## config.mk

```make
export PLATFORM = sky130hd
export DESIGN_NAME = ext_bus_addr_phase
export DESIGN_NICKNAME = d
export VERILOG_FILES = /design/src/verilog/word_ram.v /design/src/verilog/req_fifo.v /design/src/verilog/ext_bus_addr_phase.v
export VERILOG_INCLUDE_DIRS = /design/src /design/src/verilog
export SDC_FILE = /design/constraint.sdc
export NUM_CORES = 1
export LEC_CHECK = 0
export ABC_AREA = 0
export BUFFER_PORTS_ARGS = -buffer_cell sky130_fd_sc_hd__buf_2
export CORE_UTILIZATION = 45
export DETAILED_ROUTE_END_ITERATION = 16
export SLEW_MARGIN = 30
export SYNTH_ARGS = -nofsm -noshare
export SYNTH_HDL_FRONTEND = slang
export SYNTH_SLANG_ARGS = --single-unit
```

## constraint.sdc

```tcl
create_clock -name ref_clk -period 8.85 [get_ports ref_clk]
set_input_delay 0 -clock ref_clk [delete_from_list [all_inputs] [get_ports ref_clk]]
set_output_delay 0 -clock ref_clk [all_outputs]
set_load 0.02 [all_outputs]
```

## src/verilog/ext_bus_consts.vh

```
`ifndef EXT_BUS_CONSTS_VH
`define EXT_BUS_CONSTS_VH

// ----------------------------------------
// address widths
// ----------------------------------------
`define EB_ADDR_W        32
`define EB_PIN_ADDR_W    24

// ----------------------------------------
// byte count code: bytes still to move
// ----------------------------------------
`define EB_SZ_FOUR       2'h0
`define EB_SZ_ONE        2'h1
`define EB_SZ_TWO        2'h2
`define EB_SZ_THREE      2'h3

// ----------------------------------------
// burst and request queue
// ----------------------------------------
`define EB_LAST_BEAT     2'h3
`define EB_FIFO_DEPTH    8
`define EB_FIFO_AW       3
`define EB_REQ_W         43

// ----------------------------------------
// request word fields
// ----------------------------------------
`define EB_F_ADDR_LO     0
`define EB_F_ADDR_HI     31
`define EB_F_READ        32
`define EB_F_SIZE_LO     33
`define EB_F_SIZE_HI     34
`define EB_F_BURST       35
`define EB_F_CLASS_LO    36
`define EB_F_CLASS_HI    39
`define EB_F_RESERVE     40
`define EB_F_TRACE       41
`define EB_F_COND        42

// ----------------------------------------
// pin input sync vector positions
// ----------------------------------------
`define EB_IN_W          6
`define EB_IN_CLK        0
`define EB_IN_TS         1
`define EB_IN_BURST      2
`define EB_IN_ACK        3
`define EB_IN_DROP       4
`define EB_IN_ABORT      5

`endif

```

## src/verilog/word_ram.v

```verilog
`timescale 1ns/1ps

// ----------------------------------------
// small register-file memory, registered read
// ----------------------------------------
module word_ram #(
  parameter W  = 43,
  parameter AW = 3
) (
  input  wire          ref_clk,
  input  wire          we,
  input  wire [AW-1:0] waddr,
  input  wire [W-1:0]  wdata,
  input  wire [AW-1:0] raddr,
  output reg  [W-1:0]  rdata
);

  reg [W-1:0] mem [0:(1<<AW)-1];

  // no reset: contents are meaningless until written
  always @(posedge ref_clk)
  begin
    if (we)
    begin
      mem[waddr] <= wdata;
    end
    rdata <= mem[raddr];
  end

endmodule // word_ram

```

## src/verilog/req_fifo.v

```verilog
`timescale 1ns/1ps

// ----------------------------------------
// request queue with valid/ready on both sides
// ----------------------------------------
module req_fifo #(
  parameter W     = 43,
  parameter DEPTH = 8,
  parameter AW    = 3
) (
  input  wire         ref_clk,
  input  wire         rst,
  input  wire         in_valid,
  input  wire [W-1:0] in_data,
  output reg          in_ready,
  output reg          out_valid,
  output wire [W-1:0] out_data,
  input  wire         out_ready
);

  localparam [31:0] DEPTH_WORD = DEPTH;
  localparam [AW:0] FULL_CNT   = DEPTH_WORD[AW:0];

  reg  [AW-1:0] wptr_r;
  reg  [AW-1:0] rptr_r;
  reg  [AW:0]   count_r;
  wire          push;
  wire          pop;
  wire [AW-1:0] raddr;
  wire [AW:0]   count_nxt;

  assign push      = in_valid & in_ready;
  assign pop       = out_valid & out_ready;
  assign raddr     = pop ? rptr_r + 1'b1 : rptr_r;
  assign count_nxt = count_r + {{AW{1'b0}}, push} - {{AW{1'b0}}, pop};

  word_ram #(.W(W), .AW(AW)) u_ram (
    .ref_clk (ref_clk),
    .we      (push),
    .waddr   (wptr_r),
    .wdata   (in_data),
    .raddr   (raddr),
    .rdata   (out_data)
  );

  // a word written where it is read this cycle reaches rdata one cycle late
  always @(posedge ref_clk or posedge rst)
  begin
    if (rst)
    begin
      wptr_r    <= {AW{1'b0}};
      rptr_r    <= {AW{1'b0}};
      count_r   <= {(AW+1){1'b0}};
      in_ready  <= 1'b0;
      out_valid <= 1'b0;
    end
    else
    begin
      if (push)
      begin
        wptr_r <= wptr_r + 1'b1;
      end
      if (pop)
      begin
        rptr_r <= rptr_r + 1'b1;
      end
      count_r   <= count_nxt;
      in_ready  <= (count_nxt != FULL_CNT);
      out_valid <= (count_nxt != {(AW+1){1'b0}}) && !(push && (wptr_r == raddr));
    end
  end

endmodule // req_fifo

```

## src/verilog/ext_bus_addr_phase.v

```verilog
`timescale 1ns/1ps
`include "ext_bus_consts.vh"

module ext_bus_addr_phase (
  input  wire                     ref_clk,
  input  wire                     rst,
  input  wire                     req_valid,
  input  wire [`EB_ADDR_W-1:0]    req_addr,
  input  wire                     req_read,
  input  wire [1:0]               req_size,
  input  wire                     req_burst,
  input  wire [3:0]               req_class,
  input  wire                     req_reserve,
  input  wire                     req_trace,
  input  wire                     req_cond_store,
  output wire                     req_ready,
  input  wire                     set_reservation,
  input  wire                     bus_clk,
  output reg  [0:`EB_PIN_ADDR_W-1] addr_pin,
  output reg                      rd_wr_pin,
  output reg                      burst_pin_n,
  output reg  [0:1]               byte_count_code,
  output reg  [0:3]               access_class_code,
  output reg                      reserve_marker_n,
  output reg                      trace_flow_marker,
  output reg                      cycle_begin_strobe_n,
  output reg                      next_beat_request_n,
  output reg                      pins_oe_n,
  input  wire                     strobe_seen_n,
  input  wire                     burst_seen_n,
  input  wire                     beat_acknowledge_n,
  input  wire                     drop_lock_pulse_n,
  input  wire                     abort_conditional_store_n,
  output reg                      beat_taken,
  output reg                      cycle_done,
  output reg                      cycle_aborted,
  output reg                      reservation_held,
  output reg                      burst_refused
);

  localparam [1:0] ST_IDLE = 2'h0;
  localparam [1:0] ST_ADDR = 2'h1;
  localparam [1:0] ST_DATA = 2'h2;

  // ----------------------------------------
  // pin input synchronisers
  // ----------------------------------------
  reg  [`EB_IN_W-1:0] in_s1_r;
  reg  [`EB_IN_W-1:0] in_s2_r;
  reg  [`EB_IN_W-1:0] in_s3_r;
  wire                bus_edge;
  wire                ack_now;
  wire                abort_now;
  wire                drop_now;

  // a pin caught mid-transition settles in the first stage; only stages two and three are read
  always @(posedge ref_clk or posedge rst)
  begin
    if (rst)
    begin
      in_s1_r  <= {`EB_IN_W{1'b1}};
      in_s2_r  <= {`EB_IN_W{1'b1}};
      in_s3_r  <= {`EB_IN_W{1'b1}};
    end
    else
    begin
      in_s1_r  <= {abort_conditional_store_n, drop_lock_pulse_n, beat_acknowledge_n,
                   burst_seen_n, strobe_seen_n, bus_clk};
      in_s2_r  <= in_s1_r;
      in_s3_r  <= in_s2_r;
    end
  end

  // ----------------------------------------
  // edge sampling and burst helpers
  // ----------------------------------------
  // an active-low input counts only at a detected bus edge
  function edge_low;
    input at_edge;
    input level_n;
    begin
      edge_low = at_edge & ~level_n;
    end
  endfunction

  // bursts are word-only and fixed at four beats; narrow ports sit behind
  // the memory controller, which splits wide operands for them
  function burst_honoured;
    input       want_burst;
    input [1:0] size_code;
    begin
      burst_honoured = want_burst & (size_code == `EB_SZ_FOUR);
    end
  endfunction

  // stage three holds the level from just before the pin edge, the one the
  // far side launched a bus clock earlier; the level after the edge may be
  // the next one already; works for a full- or half-rate bus clock
  assign bus_edge  = in_s2_r[`EB_IN_CLK] & ~in_s3_r[`EB_IN_CLK];
  assign ack_now   = edge_low(bus_edge, in_s3_r[`EB_IN_ACK]);
  assign abort_now = edge_low(bus_edge, in_s3_r[`EB_IN_ABORT]);
  assign drop_now  = edge_low(bus_edge, in_s3_r[`EB_IN_DROP]);

  // ----------------------------------------
  // request queue
  // ----------------------------------------
  wire [`EB_REQ_W-1:0] req_word;
  wire [`EB_REQ_W-1:0] head;
  wire                 head_valid;
  wire                 take;

  assign req_word = {req_cond_store, req_trace, req_reserve, req_class, req_burst,
                     req_size, req_read, req_addr};

  // the queue only drains at a bus edge while idle, so a slow bus fills it
  req_fifo #(.W(`EB_REQ_W), .DEPTH(`EB_FIFO_DEPTH), .AW(`EB_FIFO_AW)) u_fifo (
    .ref_clk   (ref_clk),
    .rst       (rst),
    .in_valid  (req_valid),
    .in_data   (req_word),
    .in_ready  (req_ready),
    .out_valid (head_valid),
    .out_data  (head),
    .out_ready (take)
  );

  // ----------------------------------------
  // transfer state
  // ----------------------------------------
  reg  [1:0] state_r;
  reg  [1:0] beat_r;
  reg  [1:0] last_r;
  reg        cond_r;
  wire       head_burst;

  assign take = bus_edge & (state_r == ST_IDLE) & head_valid;

  assign head_burst = burst_honoured(head[`EB_F_BURST],
                                     head[`EB_F_SIZE_HI:`EB_F_SIZE_LO]);

  always @(posedge ref_clk or posedge rst)
  begin
    if (rst)
    begin
      state_r              <= ST_IDLE;
      beat_r               <= 2'h0;
      last_r               <= 2'h0;
      cond_r               <= 1'b0;
      addr_pin             <= {`EB_PIN_ADDR_W{1'b0}};
      rd_wr_pin            <= 1'b1;
      burst_pin_n          <= 1'b1;
      byte_count_code      <= `EB_SZ_FOUR;
      access_class_code    <= 4'h0;
      reserve_marker_n     <= 1'b1;
      trace_flow_marker    <= 1'b0;
      cycle_begin_strobe_n <= 1'b1;
      next_beat_request_n  <= 1'b1;
      pins_oe_n            <= 1'b1;
      beat_taken           <= 1'b0;
      cycle_done           <= 1'b0;
      cycle_aborted        <= 1'b0;
    end
    else
    begin
      beat_taken    <= 1'b0;
      cycle_done    <= 1'b0;
      cycle_aborted <= 1'b0;
      case (state_r)
        ST_IDLE:
        begin
          if (take)
          begin
            // all attributes change together with the strobe edge
            addr_pin          <= head[`EB_PIN_ADDR_W-1:0];
            byte_count_code   <= head[`EB_F_SIZE_HI:`EB_F_SIZE_LO];
            access_class_code <= head[`EB_F_CLASS_HI:`EB_F_CLASS_LO];
            reserve_marker_n  <= ~head[`EB_F_RESERVE];
            trace_flow_marker <= head[`EB_F_TRACE];
            burst_pin_n       <= ~head_burst;
            // direction is only loaded here, so it holds between cycles
            rd_wr_pin         <= head[`EB_F_READ];
            cycle_begin_strobe_n <= 1'b0;
            next_beat_request_n  <= ~head_burst;
            pins_oe_n         <= 1'b0;
            last_r            <= head_burst ? `EB_LAST_BEAT : 2'h0;
            beat_r            <= 2'h0;
            cond_r            <= head[`EB_F_COND];
            state_r           <= ST_ADDR;
          end
        end
        ST_ADDR:
        begin
          // strobe lasts one bus clock; earliest ack is the next edge
          if (bus_edge)
          begin
            cycle_begin_strobe_n <= 1'b1;
            state_r              <= ST_DATA;
          end
        end
        ST_DATA:
        begin
          if (cond_r && abort_now)
          begin
            // lost reservation: the far interface backs this store off
            cycle_aborted       <= 1'b1;
            next_beat_request_n <= 1'b1;
            pins_oe_n           <= 1'b1;
            state_r             <= ST_IDLE;
          end
          else if (ack_now)
          begin
            beat_taken <= 1'b1;
            if (beat_r == last_r)
            begin
              cycle_done          <= 1'b1;
              next_beat_request_n <= 1'b1;
              pins_oe_n           <= 1'b1;
              state_r             <= ST_IDLE;
            end
            else
            begin
              beat_r <= beat_r + 2'h1;
              // stop asking once the beat in flight is the last one
              if (beat_r + 2'h1 == last_r)
              begin
                next_beat_request_n <= 1'b1;
              end
            end
          end
        end
        default:
        begin
          state_r <= ST_IDLE;
        end
      endcase
    end
  end

  // ----------------------------------------
  // storage reservation
  // ----------------------------------------
  // a local set in the same cycle as a cancel wins
  always @(posedge ref_clk or posedge rst)
  begin
    if (rst)
    begin
      reservation_held <= 1'b0;
    end
    else if (set_reservation)
    begin
      reservation_held <= 1'b1;
    end
    else if (drop_now)
    begin
      reservation_held <= 1'b0;
    end
    else if ((state_r == ST_DATA) && cond_r && abort_now)
    begin
      reservation_held <= 1'b0;
    end
  end

  // ----------------------------------------
  // foreign master watch
  // ----------------------------------------
  // a burst started by another master toward this device is flagged,
  // not served; the data side uses the flag to inhibit it
  always @(posedge ref_clk or posedge rst)
  begin
    if (rst)
    begin
      burst_refused <= 1'b0;
    end
    else
    begin
      burst_refused <= edge_low(bus_edge & pins_oe_n, in_s3_r[`EB_IN_TS]) &
                       ~in_s3_r[`EB_IN_BURST];
    end
  end

endmodule // ext_bus_addr_phase

```

## Word-level counts from Yosys, hierarchy flattened

Memory sizes are Yosys's and may differ from the RTL's. A register that Yosys moved wholly into a read port is not among the register bits.
Cells that the tools add are included.

- Reduce and logical (&&, ||, !) cells: 18
- Muxes and demuxes: 40
- Bitwise gates (word level): 20
- Eq/ne operators: 14
- Add/sub/neg operators: 5

Operator list:

| cell | number |
|---|---|
| $mux W1 | 24 |
| $mux W2 | 10 |
| $and A1 B1 Y1 | 12 |
| $reduce_and A4 Y1 | 3 |
| $ne A2 B2 Y1 const B | 4 |
| $ne A4 B4 Y1 const B | 2 |
| $not A1 Y1 | 8 |
| $add A3 B1 Y3 const B | 2 |
| $ne A3 B3 Y1 const B | 2 |
| $pmux W1 S2 | 3 |
| $pmux W2 S3 | 1 |
| $logic_and A1 B1 Y1 | 5 |
| $reduce_and A5 Y1 | 1 |
| $add A4 B1 Y4 | 1 |
| $eq A2 B2 Y1 | 2 |
| $logic_not A2 Y1 | 2 |
| $pmux W2 S2 | 1 |
| $reduce_bool A2 Y1 | 2 |
| $reduce_bool A4 Y1 | 1 |
| $sub A4 B1 Y4 | 1 |
| $eq A3 B3 Y1 | 1 |
| $mux W3 | 1 |
| $reduce_and A3 Y1 | 1 |
| $reduce_bool A3 Y1 | 1 |
| 6 further kinds | 6 |

- Memories: 1
- Memory bits (writable): 344
- Bits in registers: 79
- Output and inout port bits: 43

Memory list:

| memory | depth | bits a word | rd ports | clocked after memory_dff | write ports | RTL line | RTL |
|---|---|---|---|---|---|---|---|
| u_fifo.u_ram.mem | 8 | 43 | 1 | 1 | 1 | word_ram.v:18 | `reg [W-1:0] mem [0:(1<<AW)-1];` |

## Depth between registers and ports, before layout

- Word-level depth: 10
- Depth in mapped cells: 16
- Gate-level depth less buffers: 11

## Hierarchy

A second synthesis with hierarchy kept.

- Cell total of the unflattened synthesis: 835
- Area, all modules: 17078.9 sq um

Modules (own cells, without submodules):

| module | cells each | instances | area an instance (sq um) |
|---|---|---|---|
| word_ram | 554 | 1 | 14027.2 |
| ext_bus_addr_phase | 228 | 1 | 2424.8 |
| req_fifo | 53 | 1 | 626.9 |

## Worst setup path after synthesis

Ideal clock, no wire load.

- Kind: reg-to-reg
- From: register u_fifo.in_ready
- To: memory u_fifo.u_ram.mem[0][0], enable pin
- Arrival: 3.213 ns
- Setup slack: 5.166 ns
- Path buffers: 0
- Cell stages (with the launch flop): 5
- Library setup time: 0.471 ns
- Clock period less this slack: 3.684 ns
- Cell sequence: dfrtp_1 nand2_1 inv_1 nand2b_1 nor3_1

- Word-level cells in the longest chain between the ends: 3

Ends and longest elaborated chain:

| element | RTL line | RTL |
|---|---|---|
| from (decl) | req_fifo.v:15 | `output reg in_ready,` |
| from (signal assigned) | req_fifo.v:68 | `in_ready <= (count_nxt != FULL_CNT);` |
| $and A1 B1 Y1 | req_fifo.v:32 | `assign push = in_valid & in_ready;` |
| via u_fifo.push | req_fifo.v:27 | `wire push;` |
| $mux W1 | word_ram.v:23 | `if (we)` |
| $mux W1 (not written as such) | word_ram.v:25 | `mem[waddr] <= wdata;` |
| to (decl) | word_ram.v:18 |  |

The timed path passes the listed nets, and every way through them passes these cells.

## Worst setup path after layout

- From: register u_fifo.rptr_r[1]
- To: register u_fifo.u_ram.rdata[32], read port of u_fifo.u_ram.mem

- Word-level cells in the longest chain between the ends: 2

Ends and longest elaborated chain:

| element | RTL line | RTL |
|---|---|---|
| from (decl) | req_fifo.v:25 | `reg [AW-1:0] rptr_r;` |
| from (signal assigned) | req_fifo.v:52 | `rptr_r <= {AW{1'b0}};` |
| from (signal assigned) | req_fifo.v:65 | `rptr_r <= rptr_r + 1'b1;` |
| $add A3 B1 Y3 | req_fifo.v:34 | `assign raddr = pop ? rptr_r + 1'b1 : rptr_r;` |
| $mux W3 * | req_fifo.v:34 |  |
| to (decl) | word_ram.v:15 | `output reg [W-1:0] rdata` |

Mark *: on every way between the ends. The rest lies on a longest branch, timed or not.
A chain may end at the register's enable or synchronous reset.

==> results.json <==
{
  "outcome": "finished clean",
  "synth_area_mm2": 0.0190,
  "yosysMostFrequentCell": "edfxtp_1",
  "cp.required_ps": 9290,
  "critical_path_class": "reg2reg",
  "antenna_found_initial": 1,
  "place_area_mm2": 0.0198,
  "yosysWarningCount": 0,
  "start_util_pct": 46.1,
  "synth_edf_count": 280,
  "slew_violations": 0,
  "drt_iter0_markers": 1209,
  "gp_congestion": 0.748,
  "rsz0062_at_grt": "no",
  "post-place-ws_ps": 4730,
  "finalClockSkew_ps": 16.7,
  "async_flop_share_pct": 19.8,
  "wl_per_cell_um": 22.9,
  "fmax_ghz": 0.241,
  "crit_path_start_kind": "flip-flop",
  "hold_viol_final": 0,
  "seq_area_frac_synth_pct": 58.2,
  "grt_max_degree": 160,
  "synth_commonest_cells": "edfxtp_1 (280), nand2_1 (180), mux2i_1 (128), nor2b_1 (108), o21ai_0 (84)",
  "finalPower_mw": 7.50,
  "cp_slowest_stage_delay_ps": 700,
  "final_area_mm2": 0.0216,
  "synth_top_area_cell": "edfxtp_1",
  "cts_tree": "done",
  "setup_viol_count_final": 0,
  "synth_flop_cell": "edfxtp_1",
  "dp_hpwl_mm": 25.6,
  "viasPerCell": 6.12,
  "powerDensity_mw_per_mm2": 348,
  "cp_max_fo": 61,
  "slowest_stage": "buf_4",
  "clk-insertion-delay-late_ps": 570,
  "r2r-start": "u_fifo.rptr_r[1]$_DFF_PP0_",
  "vias": 13400,
  "cts_root_buf": "clkbuf_16",
  "critPathArrivalTime_ps": 4600,
  "worst_pin_slew_ps": 1060,
  "worstSetupStartpoint": "u_fifo.rptr_r[1]$_DFF_PP0_",
  "fin_crit_sh_pct": 46.9,
  "drc": 0,
  "relSlewSlack_pct": 29.3,
  "antenna_left": 0,
  "num-nets-final": 1687,
  "grt_pass1_wl_mm": 77.0,
  "htree_levels": 2,
  "yosysUniqueCellTypes": 61,
  "crit_end": "u_fifo.u_ram.rdata[32]$_DFF_P_",
  "whs_ps": 76.9,
  "syn_area_per_cell_um2": 12.2,
  "clockBufferDepth": 3,
  "cts_num_sinks": 393,
  "die_h_um": 208,
  "drive_gt1_share_pct": 17.3,
  "area_delta_synth_final_pct": 13.3,
  "tns_ps": 0,
  "coreArea_mm2": 0.0413,
  "syn_inst": 1566,
  "worst_slack_ps": 4700,
  "utilization_pct": 52.2,
  "synth_fp_nets": 1625,
  "dr.pass1.iters": 5,
  "dieArea_mm2": 0.0431,
  "ys_top_cells_by_area": "edfxtp_1 (44%), dfrtp_1 (7.1%), mux2i_1 (6.7%), dfxtp_1 (3.7%), nand2_1 (3.5%)",
  "numCtsBuffers": 45,
  "clkTransAtPathRegs_ps": 60,
  "grt_pass1_vias": 13400,
  "reg2reg_slack_ps": 4700,
  "rr_worst_depth": 8,
  "min_period_ps": 4150,
  "crit_path_frequent_cell": "buf_4",
  "p_leak_nw": 7.65,
  "netlist.area_leader.share_pct": 44.2,
  "max_cap_viol_count": 0,
  "path_cells": "ha_4 -> buf_4 -> buf_4 -> mux2_2 -> or4_1 -> a21oi_1 -> nor4_1 -> a41o_1",
  "fp-row-count": 74,
  "die_w_um": 208,
  "end_kind": "flip-flop",
  "worst_ir_drop_vdd_uv": 386,
  "pin_count": 96,
  "numPlacedInstances": 2068,
  "n_antenna_cell": 0,
  "hold_path_class": "in2reg",
  "grt-ovfl-total": 0,
  "stdcell_count": 2194,
  "grtUsageTotal_pct": 23.1,
  "ys_ff_latch": 393,
  "drt-total-wl_mm": 50.3,
  "r2r-end": "u_fifo.u_ram.rdata[32]$_DFF_P_",
  "portBuffers": 87
}
report_power, final:
group          total [mW]  switching (mW)  internal (mW)
clock network        1.72           0.714           1.01
registers            2.57           0.194           2.38
logic                3.21            2.07           1.14
total                7.50            2.98           4.53
cell usage in the layout, fill, tap and decap left out, types with 6 or more instances in the layout:
cell	instances
a21oi_1	43
clkbuf_1	23
mux2i_1	128
clkbuf_8	8
buf_2	87
a41o_1	30
o21ai_0	84
nor2_4	7
nand2_1	179
or4_1	8
a31oi_1	33
nand2b_1	6
nand4b_1	30
mux2_2	45
nor2b_1	107
dfrtp_1	50
a211oi_1	64
xnor2_1	7
a2111oi_0	59
inv_1	9
dlygate4sd3_1	45
o31ai_1	24
nor3_1	41
dfxtp_1	35
nor4_1	13
clkbuf_16	45
nor2_1	10
edfxtp_1	280
buf_4	27
nor4b_2	12
nor4b_1	19
dfstp_2	24
o21ai_1	6
worst max-delay path, delay by kind of cell, from the launching register on:
kind                       cells  cell delay [ps]
AOI/OAI and AO/OA              2              390
adders and majority gates      1              690
buffers and inverters          2             1380
DFF                            1              640
muxes                          1              420
and+or+nand+nor                2              480
state kept, by name (all words and copies together) (netlist names), 4 cells and up:
register and flops:
u_fifo.u_ram.mem 280, u_fifo.u_ram.rdata 35, addr_pin 24, in_s1_r 6, in_s2_r 6, in_s3_r 6, access_class_code 4, u_fifo.count_r 4
cells by family after synthesis:
family	Yosys count	synth area share, %
compound gates	372	13.8
xor+xnor	12	0.552
fa+ha+maj	6	0.434
buf+inv	158	4.09
flops	393	58.2
mux	175	9.55
simple gates	450	13.3
layer usage:
layer  up-vias  wire length, µm  track usage (%)  part of all wire (%)
met4         2             1480             8.86                   2.9
met2       473            22800             36.8                    45
met5         -               16                0                 0.032
met3       126             3120             4.21                   6.2
li1       6149                -                -                     -
met1      6669            22900             31.4                    46
area by class of cell:
type | count | area, µm²
fill | 3519 | 19700
sequential | 393 | 11100
multi-input combinational | 1015 | 7280
clock buffer | 76 | 1320
timing repair buffer | 162 | 1130
tap | 532 | 666
inverter | 11 | 43.8
clock inverter | 5 | 27.5
worst min-delay path by stage:
stage	cells after the start	end	from	slack [ps]
final	2	in_s1_r[0]$_DFF_PP1_	bus_clk	80
after global routing	2	in_s1_r[0]$_DFF_PP1_	bus_clk	60
after CTS	2	in_s1_r[0]$_DFF_PP1_	bus_clk	50
after detailed placement	2	trace_flow_marker$_DFFE_PP0P_	rst	-50
after global placement	2	trace_flow_marker$_DFFE_PP0P_	rst	-50
after floorplan	0	in_s1_r[0]$_DFF_PP1_	bus_clk	4
timing repair:
item / in CTS / in global routing
hold buffers: 45 / 0
endpoints found under the hold margin: 349 / 0
buffers inserted: 0 / 0
resized for setup: 0 / 0
Power figures use the tool's default switching activity.
